## src/shared/dinp_pkg.sv

```systemverilog
// constants and carrier types for the isolated digital input port
// assumes a 250 MHz pclk and an apb master on the register side
package dinp_pkg;

	// ==========================================================
	// geometry
	localparam int unsigned DINP_NCH = 32;
	localparam int unsigned DINP_DW = 32;
	localparam int unsigned DINP_AW = 8;
	localparam int unsigned DINP_FW = 8;

	// ==========================================================
	// register byte offsets
	localparam logic [7:0] DINP_OFF_DATA = 8'h00;
	localparam logic [7:0] DINP_OFF_IEN = 8'h04;
	localparam logic [7:0] DINP_OFF_EDGE = 8'h08;
	localparam logic [7:0] DINP_OFF_STAT = 8'h0c;
	localparam logic [7:0] DINP_OFF_FILT = 8'h10;
	localparam logic [7:0] DINP_OFF_RAW = 8'h14;

	// ==========================================================
	// values after reset
	localparam logic [31:0] DINP_IEN_RST = 32'h0000_0000;
	localparam logic [31:0] DINP_EDGE_RST = 32'h0000_0000;
	localparam logic [31:0] DINP_STAT_RST = 32'h0000_0000;
	localparam logic [7:0] DINP_FILT_RST = 8'h00;
	// idle pin level is high, which reads as zero
	localparam logic DINP_PIN_IDLE = 1'b1;

	// ==========================================================
	// timing: filter sample tick
	localparam int unsigned DINP_CLK_PS = 4000;
	localparam int unsigned DINP_TICK_NS = 1;
	localparam int unsigned DINP_TICK_US = 1;
	localparam int unsigned DINP_TICK_CYC =
		(DINP_TICK_US * 1000 * 1000) / DINP_CLK_PS;
	localparam int unsigned DINP_TW = 8;
	localparam logic [7:0] DINP_TICK_LAST = 8'(DINP_TICK_CYC - 1);

	// ==========================================================
	// apb carriers
	typedef struct packed {
		logic psel;
		logic penable;
		logic pwrite;
		logic [DINP_AW-1:0] paddr;
		logic [DINP_DW-1:0] pwdata;
	} dinp_apb_req_t;

	typedef struct packed {
		logic pready;
		logic pslverr;
		logic [DINP_DW-1:0] prdata;
	} dinp_apb_rsp_t;

endpackage

```

## src/design/dinp_filter.sv

```systemverilog
// one channel of the noise and chatter filter
// assumes raw_pin is synchronous to pclk and tick is a one-cycle pulse
`timescale 1ns/1ps
module dinp_filter
	import dinp_pkg::*;
(
	// clock and reset
	input wire logic pclk,
	input wire logic presetn,
	// control
	input wire logic tick,
	input wire logic [DINP_FW-1:0] limit,
	// channel
	input wire logic raw_pin,
	output logic filt_pin
);

	logic lvl_q;
	logic lvl_d;
	logic [DINP_FW-1:0] cnt_q;
	logic [DINP_FW-1:0] cnt_d;

	// ==========================================================
	// stability counter
	always_comb
	begin
		lvl_d = lvl_q;
		cnt_d = cnt_q;
		if (raw_pin == lvl_q)
		begin
			// any return to the held level restarts the count
			cnt_d = '0;
		end
		else if (limit == '0)
		begin
			lvl_d = raw_pin;
			cnt_d = '0;
		end
		else if (tick)
		begin
			if ((cnt_q + 1'b1) >= limit)
			begin
				lvl_d = raw_pin;
				cnt_d = '0;
			end
			else
			begin
				cnt_d = cnt_q + 1'b1;
			end
		end
	end

	always_ff @(posedge pclk or negedge presetn)
	begin
		if (!presetn)
		begin
			lvl_q <= DINP_PIN_IDLE;
			cnt_q <= '0;
		end
		else
		begin
			lvl_q <= lvl_d;
			cnt_q <= cnt_d;
		end
	end

	assign filt_pin = lvl_q;

endmodule

```

## src/design/dinp_top.sv

```systemverilog
// isolated 32-channel digital input port with edge interrupts
// assumes field pins synchronous to pclk, apb master on the host side
`timescale 1ns/1ps
module dinp_top
	import dinp_pkg::*;
(
	// clock and reset
	input wire logic pclk,
	input wire logic presetn,
	// register bus
	input wire dinp_apb_req_t apb_req,
	output dinp_apb_rsp_t apb_rsp,
	// field inputs
	input wire logic [DINP_NCH-1:0] din_pin,
	// interrupt
	output logic inta_n
);

	// ==========================================================
	// filter sample tick divider
	logic [DINP_TW-1:0] div_q;
	logic [DINP_TW-1:0] div_d;
	logic tick_q;
	logic tick_d;

	always_comb
	begin
		tick_d = 1'b0;
		if (div_q == DINP_TICK_LAST)
		begin
			div_d = '0;
			tick_d = 1'b1;
		end
		else
		begin
			div_d = div_q + 1'b1;
		end
	end

	always_ff @(posedge pclk or negedge presetn)
	begin
		if (!presetn)
		begin
			div_q <= '0;
			tick_q <= 1'b0;
		end
		else
		begin
			div_q <= div_d;
			tick_q <= tick_d;
		end
	end

	// ==========================================================
	// register state
	logic [DINP_NCH-1:0] ien_q;
	logic [DINP_NCH-1:0] ien_d;
	logic [DINP_NCH-1:0] edge_q;
	logic [DINP_NCH-1:0] edge_d;
	logic [DINP_NCH-1:0] stat_q;
	logic [DINP_NCH-1:0] stat_d;
	logic [DINP_FW-1:0] filt_q;
	logic [DINP_FW-1:0] filt_d;

	// ==========================================================
	// per-channel filter and edge detection
	logic [DINP_NCH-1:0] lvl;
	logic [DINP_NCH-1:0] prev_q;
	logic [DINP_NCH-1:0] hit;

	genvar gi;
	generate
		for (gi = 0; gi < DINP_NCH; gi++)
		begin : g_ch
			dinp_filter u_filt (
				.pclk(pclk),
				.presetn(presetn),
				.tick(tick_q),
				.limit(filt_q),
				.raw_pin(din_pin[gi]),
				.filt_pin(lvl[gi])
			);
			assign hit[gi] = edge_q[gi] ? (lvl[gi] & ~prev_q[gi])
				: (~lvl[gi] & prev_q[gi]);
		end
	endgenerate

	always_ff @(posedge pclk or negedge presetn)
	begin
		if (!presetn)
		begin
			prev_q <= {DINP_NCH{DINP_PIN_IDLE}};
		end
		else
		begin
			prev_q <= lvl;
		end
	end

	// ==========================================================
	// bus decode
	logic setup;
	logic wr_fire;
	logic hit_data;
	logic hit_ien;
	logic hit_edge;
	logic hit_stat;
	logic hit_filt;
	logic hit_raw;
	logic mapped;

	assign setup = apb_req.psel & ~apb_req.penable;
	// zero-wait access: write lands on the access edge
	assign wr_fire = apb_req.psel & apb_req.penable & apb_req.pwrite;
	assign hit_data = (apb_req.paddr == DINP_OFF_DATA);
	assign hit_ien = (apb_req.paddr == DINP_OFF_IEN);
	assign hit_edge = (apb_req.paddr == DINP_OFF_EDGE);
	assign hit_stat = (apb_req.paddr == DINP_OFF_STAT);
	assign hit_filt = (apb_req.paddr == DINP_OFF_FILT);
	assign hit_raw = (apb_req.paddr == DINP_OFF_RAW);
	assign mapped = hit_data | hit_ien | hit_edge | hit_stat | hit_filt
		| hit_raw;

	// ==========================================================
	// register writes and status latch
	always_comb
	begin
		ien_d = ien_q;
		edge_d = edge_q;
		filt_d = filt_q;
		stat_d = stat_q;
		if (wr_fire && hit_ien)
		begin
			ien_d = apb_req.pwdata;
		end
		if (wr_fire && hit_edge)
		begin
			edge_d = apb_req.pwdata;
		end
		if (wr_fire && hit_filt)
		begin
			filt_d = apb_req.pwdata[DINP_FW-1:0];
		end
		// write one to clear
		if (wr_fire && hit_stat)
		begin
			stat_d = stat_d & ~apb_req.pwdata;
		end
		// latch edge; a new event beats a same-cycle clear
		stat_d = stat_d | hit;
	end

	always_ff @(posedge pclk or negedge presetn)
	begin
		if (!presetn)
		begin
			ien_q <= DINP_IEN_RST;
			edge_q <= DINP_EDGE_RST;
			stat_q <= DINP_STAT_RST;
			filt_q <= DINP_FILT_RST;
		end
		else
		begin
			ien_q <= ien_d;
			edge_q <= edge_d;
			stat_q <= stat_d;
			filt_q <= filt_d;
		end
	end

	// ==========================================================
	// read data, captured in the setup cycle
	logic [DINP_DW-1:0] rd_q;
	logic [DINP_DW-1:0] rd_d;
	logic err_q;
	logic err_d;

	always_comb
	begin
		rd_d = rd_q;
		err_d = err_q;
		if (setup)
		begin
			err_d = ~mapped;
			rd_d = '0;
			if (!apb_req.pwrite)
			begin
				if (hit_data)
				begin
					rd_d = ~lvl;
				end
				if (hit_raw)
				begin
					rd_d = ~din_pin;
				end
				if (hit_ien)
				begin
					rd_d = ien_q;
				end
				if (hit_edge)
				begin
					rd_d = edge_q;
				end
				if (hit_stat)
				begin
					rd_d = stat_q;
				end
				if (hit_filt)
				begin
					rd_d = {{(DINP_DW-DINP_FW){1'b0}}, filt_q};
				end
			end
		end
	end

	always_ff @(posedge pclk or negedge presetn)
	begin
		if (!presetn)
		begin
			rd_q <= '0;
			err_q <= 1'b0;
		end
		else
		begin
			rd_q <= rd_d;
			err_q <= err_d;
		end
	end

	always_comb
	begin
		apb_rsp.pready = apb_req.psel & apb_req.penable;
		apb_rsp.pslverr = apb_req.psel & apb_req.penable & err_q;
		apb_rsp.prdata = rd_q;
	end

	// ==========================================================
	// interrupt request
	logic irq_q;
	logic irq_d;

	always_comb
	begin
		// masked bits never reach the request
		// one level request for all channels
		irq_d = |(stat_q & ien_q);
	end

	always_ff @(posedge pclk or negedge presetn)
	begin
		if (!presetn)
		begin
			irq_q <= 1'b0;
		end
		else
		begin
			irq_q <= irq_d;
		end
	end

	// level held low while any enabled status bit stands
	assign inta_n = ~irq_q;

endmodule

```

## config.mk

```make
export PLATFORM = sky130hd
export DESIGN_NAME = dinp_top
export DESIGN_NICKNAME = d
export VERILOG_FILES = /design/src/shared/dinp_pkg.sv /design/src/design/dinp_filter.sv /design/src/design/dinp_top.sv
export SDC_FILE = /design/constraint.sdc
export NUM_CORES = 1
export LEC_CHECK = 0
export ABC_CLOCK_PERIOD_IN_PS = 3540
export BUFFER_PORTS_ARGS = -buffer_cell sky130_fd_sc_hd__buf_2
export CORE_UTILIZATION = 41
export CTS_CLUSTER_DIAMETER = 120
export DETAILED_ROUTE_END_ITERATION = 6
export PLACE_DENSITY_LB_ADDON = 0.05
export SETUP_SLACK_MARGIN = 0.4
export SLEW_MARGIN = 30
export SYNTH_ARGS = -nofsm -noshare
export SYNTH_HDL_FRONTEND = slang
export SYNTH_SLANG_ARGS = --single-unit
```

## constraint.sdc

```tcl
create_clock -name pclk -period 3.54 [get_ports pclk]
set_clock_uncertainty 0.2 [all_clocks]
set_input_delay 0.354 -clock pclk [delete_from_list [all_inputs] [get_ports pclk]]
set_output_delay 0.354 -clock pclk [all_outputs]
set_load 0.005 [all_outputs]
```

==> flow_metrics.tcl, run 1 <==
set metrics [dict create \
    grt_max_degree 163 \
    final_nets 4040 \
    p_clk_share_pct 52.0 \
    outcome "finished, violations left" \
    gp_congestion 0.878 \
    path_cells "ha_1, nand3_1, nor2_1, xnor2_1, inv_1, ha_1, and2_1, a221oi_1, buf_4, o21ai_2, a311o_1" \
    first_pass_iters 7 \
    drc_errors 1 \
    htree_levels 2 \
    synth.avg_cell_area_um2 9.28 \
    clk_path_buf_depth 3 \
    netlist_instances 3449 \
    synth_top_family_by_area "compound AO/OA/AOI/OAI gates" \
    antenna_found_initial 4 \
    ant_nets 0 \
    slew_headroom_pct 40.2 \
    switching_share_pct 23.9 \
    syn_area_um2 32000 \
    grt_first_pass_wirelength_um 162000 \
    postCtsSetupRepairBufs 0 \
    violations "design-rule violations" \
    hold_viol 0 \
    dieArea_um2 79200 \
    nFillCells 7283 \
    dp_hpwl_um 69500 \
    finalCritPeriodShare_pct 84.2 \
    synth-simple-area-share_pct 15.1 \
    muxShareOfSynthArea_pct 2.95 \
    cp.required_ns 3.91 \
    area_delta_synth_final_pct 17.5 \
    drive_gt1_share_pct 15.4 \
    hold_slack_ns 0.0851 \
    place_ws_ns 0.387 \
    ir_worst_vdd_mv 0.366 \
    placed_cell_area_um2 34600 \
    io_buffers 111 \
    vias 28800 \
    fin_area_um2 37600 \
    ys_warn_count 0 \
    crit_family "compound AO/OA/AOI/OAI gates" \
    critPathBufInv 2 \
    cts_inserted_buffers 57 \
    final.setup.tns_ns 0 \
    worst-path-max-fanout 7 \
    drt-wirelength-per-cell_um 21.8 \
    p_per_area_nw_per_um2 337 \
    slew_viol_final 0 \
    yosys-top-cells-area "dfrtp_1 32%, ha_1 11%, o2111ai_1 5.9%, nand2_1 5.3%, dfstp_2 5.3%" \
    clkTransAtPathRegs_ns 0.06 \
    synthAdderAreaFrac_pct 11.3 \
    cts_tree "done" \
    p_int_mw 9.66 \
    cts-root-buf "clkbuf_16" \
    arrival_ns 3.35 \
    start_util_pct 41.4 \
    postLayoutCoreUtil_pct 48.6 \
    syn_nets 3816 \
    grt_setup_unrepaired "false" \
    synth_compound_area_share_pct 24.3 \
    ys_seq_area_share_pct 36.8 \
    crit_top_cell "ha_1" \
    cap_violations 0 \
    cp_slowest_cell "dfrtp_1" \
    power_mw 12.7 \
    r2r_slack_ns 0.56 \
    finalSetupViolations 0 \
    min_period_ns 2.98 \
    routed_via_density 6.05 \
    pin_count 112 \
    yosysTopAreaCellShare_pct 31.5 \
    critPathLaunchType "flop" \
    synthXorXnorAreaFrac_pct 5.80 \
    grt-ovfl-total 0 \
    cp_slowest_stage_delay_ns 0.44 \
    p_seq_share_pct 42.5 \
    fp-row-count 102 \
    fp.dieW_um 281 \
    worstMarginPinSlew_ns 0.897 \
    fin_ws_ns 0.560 \
    clock_sinks 467 \
    ys_seq_elements 467 \
    ys.flop_type "dfrtp_1" \
    place_inst 4587 \
    synth_cell_type_count 63 \
    core_um2 77300 \
    fp.dieH_um 281 \
    combinationalPowerShare_pct 5.5 \
    worst_setup_path_end_kind "flop" \
    clock_latency_ns 0.66 \
    async_reset_ff_share_pct 100 \
    wl_um 104000 \
    first_global_vias 28300 \
    fin_cells 4766 \
    synth_edf_count 0 \
    synth_area_leader_cell "dfrtp_1" \
    drt-initial-drc-count 1827 \
    power.leakage_nw 17.4 \
    switchingPower_mw 3.04 \
    fmax_mhz 336 \
    crit_type "flop to flop" \
    hp-class "input pin to asynchronous set/reset pin" \
    grt.total_usage_pct 26.0 \
]
[final timing paths]
| kind | cells past startpoint | from | end |
|---|---|---|---|
| setup / recovery | 11 | g_ch[23].u_filt.cnt_q[0] | g_ch[23].u_filt.filt_pin |
| setup reg to reg | 11 | g_ch[23].u_filt.cnt_q[0] | g_ch[23].u_filt.filt_pin |
| hold / removal | 2 | presetn | div_q[4] |
| max in group asynchronous | 4 | presetn | g_ch[29].u_filt.filt_pin |
| hold reg to reg | 0 | g_ch[4].u_filt.filt_pin | prev_q[4] |
| min in group pclk | 4 | apb_req[42] | rd_q[31] |
[cell type report]
class                   instances  area [um^2]  share of cell area (%)
diodes                          4         10.0                  0.0266
clock buffers                  76         1600                    4.25
clock inverters                32          514                    1.37
inverters                     159          608                    1.62
multi-input cells            2673        19300                    51.2
flip-flops and latches        467        11800                    31.3
well taps                    1040         1300                    3.46
repair buffers                315         2540                    6.75
[power groups by stage]
stage          clock (mW)  combinational, mW  sequential [mW]
2_1_floorplan           0              0.256             5.48
3_3_place_gp            0              0.629             5.49
3_5_place_dp            0              0.636             5.49
4_1_cts              6.77              0.704             5.39
5_1_grt              6.97              0.766             5.39
6_report             6.60              0.702             5.39
[synthesized netlist by cell type, types with 18 or more instances]
library cell,instances
clkbuf_1,133
o32ai_1,62
mux2_2,34
nand2b_1,38
a221oi_1,32
o22ai_1,20
o211ai_1,90
mux2_4,26
nand3_1,190
inv_1,158
o21a_1,38
xnor2_1,131
dfstp_2,64
nand4_1,18
o2111ai_1,216
nor4_1,26
xor2_1,81
or2_2,29
nand2_1,450
o21ai_0,103
a22oi_1,39
a21o_1,64
nor3_1,36
and2_1,35
a211o_1,32
nor2_1,118
a21oi_1,151
a211oi_1,39
dfrtp_1,403
a31oi_1,75
ha_1,290
and3_1,43
[repair_timing]
| action | 4_1_cts | 5_1_grt |
|---|---|---|
| endpoints found under the setup margin | 8 | 116 |
| hold buffers | 67 | 0 |
| gates resized for setup | 3 | 66 |
| hold endpoints to repair | 268 | 0 |
| pin swaps | 0 | 2 |
[state kept, by name, summed over array words and instances (netlist names)]
signal,cells
filt_q,8
g_ch.u_filt.filt_pin,32
prev_q,32
irq_q,1
stat_q,32
ien_q,32
err_q,1
edge_q,32
div_q,8
tick_q,1
g_ch.u_filt.cnt_q,256
rd_q,32
[cells in the final DEF (no fill, tap or decap), drive strengths merged, types with 43 or more instances in the layout]
master	instances
nand2	450
buf	248
o32ai	62
o2111ai	216
xnor2	131
a21o	64
dlygate4sd3	67
o21ai	103
dfrtp	403
clkbuf	76
o211ai	90
a21oi	151
and3	43
nor2	118
mux2	61
dfstp	64
ha	290
nand3	190
xor2	81
inv	159
a31oi	75
[cell families after synthesis]
kind of cell | after synthesis
AOI/OAI and AO/OA | 1059
adders and majority gates | 290
buffers and inverters | 309
muxes | 77
xor gates and xnor gates | 212
DFF | 467
and+or+nand+nor | 1035
[metal layers]
| metal | track usage (%) | up-vias | share of wire (%) |
|---|---|---|---|
| li1 | - | 13600 | - |
| met1 | 37.1 | 14300 | 47 |
| met2 | 40.6 | 776 | 45 |
| met3 | 3.55 | 173 | 5.4 |
| met4 | 8.10 | 0 | 2.9 |
| met5 | 0 | - | 0 |
Note: power is estimated with default switching activity, not from simulation.
==> inputs of run 2 (changes only) <==
--- a/config.mk
+++ b/config.mk
@@ -5,7 +5,7 @@
 export SDC_FILE = /design/constraint.sdc
 export NUM_CORES = 1
 export LEC_CHECK = 0
-export ABC_CLOCK_PERIOD_IN_PS = 3540
+export ABC_CLOCK_PERIOD_IN_PS = 2700
 export BUFFER_PORTS_ARGS = -buffer_cell sky130_fd_sc_hd__buf_2
 export CORE_UTILIZATION = 41
 export CTS_CLUSTER_DIAMETER = 120
==> constraint.sdc (replaced) <==
create_clock -name pclk -period 2.7 [get_ports pclk]
set_clock_uncertainty 0.2 [all_clocks]
set_input_delay 0.27 -clock pclk [delete_from_list [all_inputs] [get_ports pclk]]
set_output_delay 0.27 -clock pclk [all_outputs]
set_load 0.005 [all_outputs]
==> flow_metrics.tcl, run 2 (same netlist as run 1, synthesis figures left out) <==
set metrics [dict create \
    outcome "finished clean" \
    final_nets 4609 \
    min_period_ns 2.64 \
    final.setup.tns_ns 0 \
    drc_errors 0 \
    power_mw 16.6 \
    first_pass_iters 7 \
    layout_commonest_cell "buf_4" \
    largest_reg_flops 256 \
    p_per_area_nw_per_um2 348 \
    drt-wirelength-per-cell_um 22.2 \
    clkTransAtPathRegs_ns 0.06 \
    critPathLaunchType "flop" \
    crit_type "flop to flop" \
    wl_um 118000 \
    gp_congestion 0.890 \
    ir_worst_vdd_mv 0.534 \
    grt_setup_unrepaired "true" \
    use_met3_pct 2.93 \
    grt_first_pass_wirelength_um 180000 \
    grt-ovfl-total 0 \
    postLayoutCoreUtil_pct 61.5 \
    arrival_ns 3.00 \
    dieArea_um2 79200 \
    drt-initial-drc-count 2328 \
    nFillCells 6241 \
    first_global_vias 32100 \
    hp-class "input pin to flop" \
    top_register "g_ch.u_filt.cnt_q" \
    cp.required_ns 3.06 \
    clock_latency_ns 0.65 \
    seq_area_um2 11800 \
    power.leakage_nw 20.8 \
    hold_slack_ns 0.184 \
    hold_viol 0 \
    vias 32000 \
    fp.dieW_um 281 \
    worst_setup_path_end_kind "flop" \
    busiest_layer "met2" \
    fin_cells 5336 \
    area_delta_synth_final_pct 48.6 \
    use_met2_pct 48.4 \
    slew_viol_final 0 \
    slew_headroom_pct 43.3 \
    grt_max_degree 135 \
    cap_violations 0 \
    clk_path_buf_depth 3 \
    core_um2 77300 \
    dp_hpwl_um 75300 \
    place_inst 4829 \
    cts_tree "done" \
    pin_count 112 \
    drive_gt1_share_pct 41.4 \
    worst-path-max-fanout 6 \
    fp.dieH_um 281 \
    final_cell_mix "536 x buf_4, 420 x nand2_1, 347 x dfrtp_1" \
    fp-row-count 102 \
    cts-root-buf "clkbuf_16" \
    finalCritPeriodShare_pct 97.7 \
    antenna_found_initial 4 \
    grt_use_met1_pct 38.7 \
    multiInputGateArea_um2 24200 \
    routed_via_density 5.99 \
    htree_levels 2 \
    clock_sinks 467 \
    start_util_pct 41.4 \
    finalSetupViolations 0 \
    io_buffers 111 \
    grt.total_usage_pct 28.7 \
    worstMarginPinSlew_ns 0.848 \
    ant_nets 0 \
    cts_inserted_buffers 58 \
    fmax_mhz 379 \
]
## run 2: worst max-delay path: stages, from the launching register on
cell and delay [ns]:
dfrtp_1 0.42, buf_6 0.13, ha_4 0.13, nand3_2 0.09, nor2_4 0.13, xnor2_2 0.14
inv_1 0.07, ha_1 0.27, and2_4 0.16, a221oi_4 0.32, buf_6 0.18, o2111ai_2 0.12
a21oi_1 0.19
## run 2: where the power goes
| part | leakage (nW) | switching [mW] | internal, mW |
|---|---|---|---|
| Clock | 1.02 | 3.41 | 5.06 |
| Sequential | 5.96 | 0.0317 | 7.04 |
| Combinational | 13.8 | 0.665 | 0.371 |
| Total | 20.8 | 4.10 | 12.5 |
## run 2: final cells by class
cell class                      count  area share [%]
Clock buffer                       87            3.68
Inverter                          159            1.32
Clock inverter                     23           0.663
Timing Repair Buffer              883            15.8
Sequential cell                   467            24.9
Tap cell                         1040            2.74
Antenna cell                        4          0.0210
Multi-Input combinational cell   2673            50.9
## run 2: worst paths after layout
kind,endpoint,start,cells past startpoint,slack (ns)
worst max register to register,g_ch[22].u_filt.cnt_q[4],g_ch[22].u_filt.cnt_q[1],12,0.06
worst min register to register,prev_q[20],g_ch[20].u_filt.filt_pin,0,0.22
worst min-delay path,err_q,apb_req[33],7,0.18
min in group asynchronous,g_ch[9].u_filt.filt_pin,presetn,2,0.22
max in group asynchronous,g_ch[20].u_filt.cnt_q[0],presetn,3,0.75
worst max-delay path,g_ch[22].u_filt.cnt_q[4],g_ch[22].u_filt.cnt_q[1],12,0.06
## run 2: stage by stage
stage	instance area (um^2)	setup slack, ns
after detailed placement	37700	-0.149
final	47600	0.0609
after CTS	44200	0.110
after floorplan	33200	-0.00425
after global placement	37700	-0.0163
after global routing	47600	-0.0684
## run 2: metal layers
metal / wire, um / part of all wire (%) / up-vias
met5: 0 / 0 / -
met4: 3180 / 2.7 / 0
met3: 5730 / 4.8 / 218
met2: 56900 / 48 / 981
met1: 52500 / 44 / 16100
li1: - / - / 14700
## run 2: repair_timing
item                                    4_1_cts  5_1_grt
hold buffers                                 74        0
gates cloned                                  2        0
setup buffers                               194      123
endpoints found under the setup margin      288      289
pin swaps                                   303      340
resized for setup                           408      438
hold endpoints to repair                    602        0
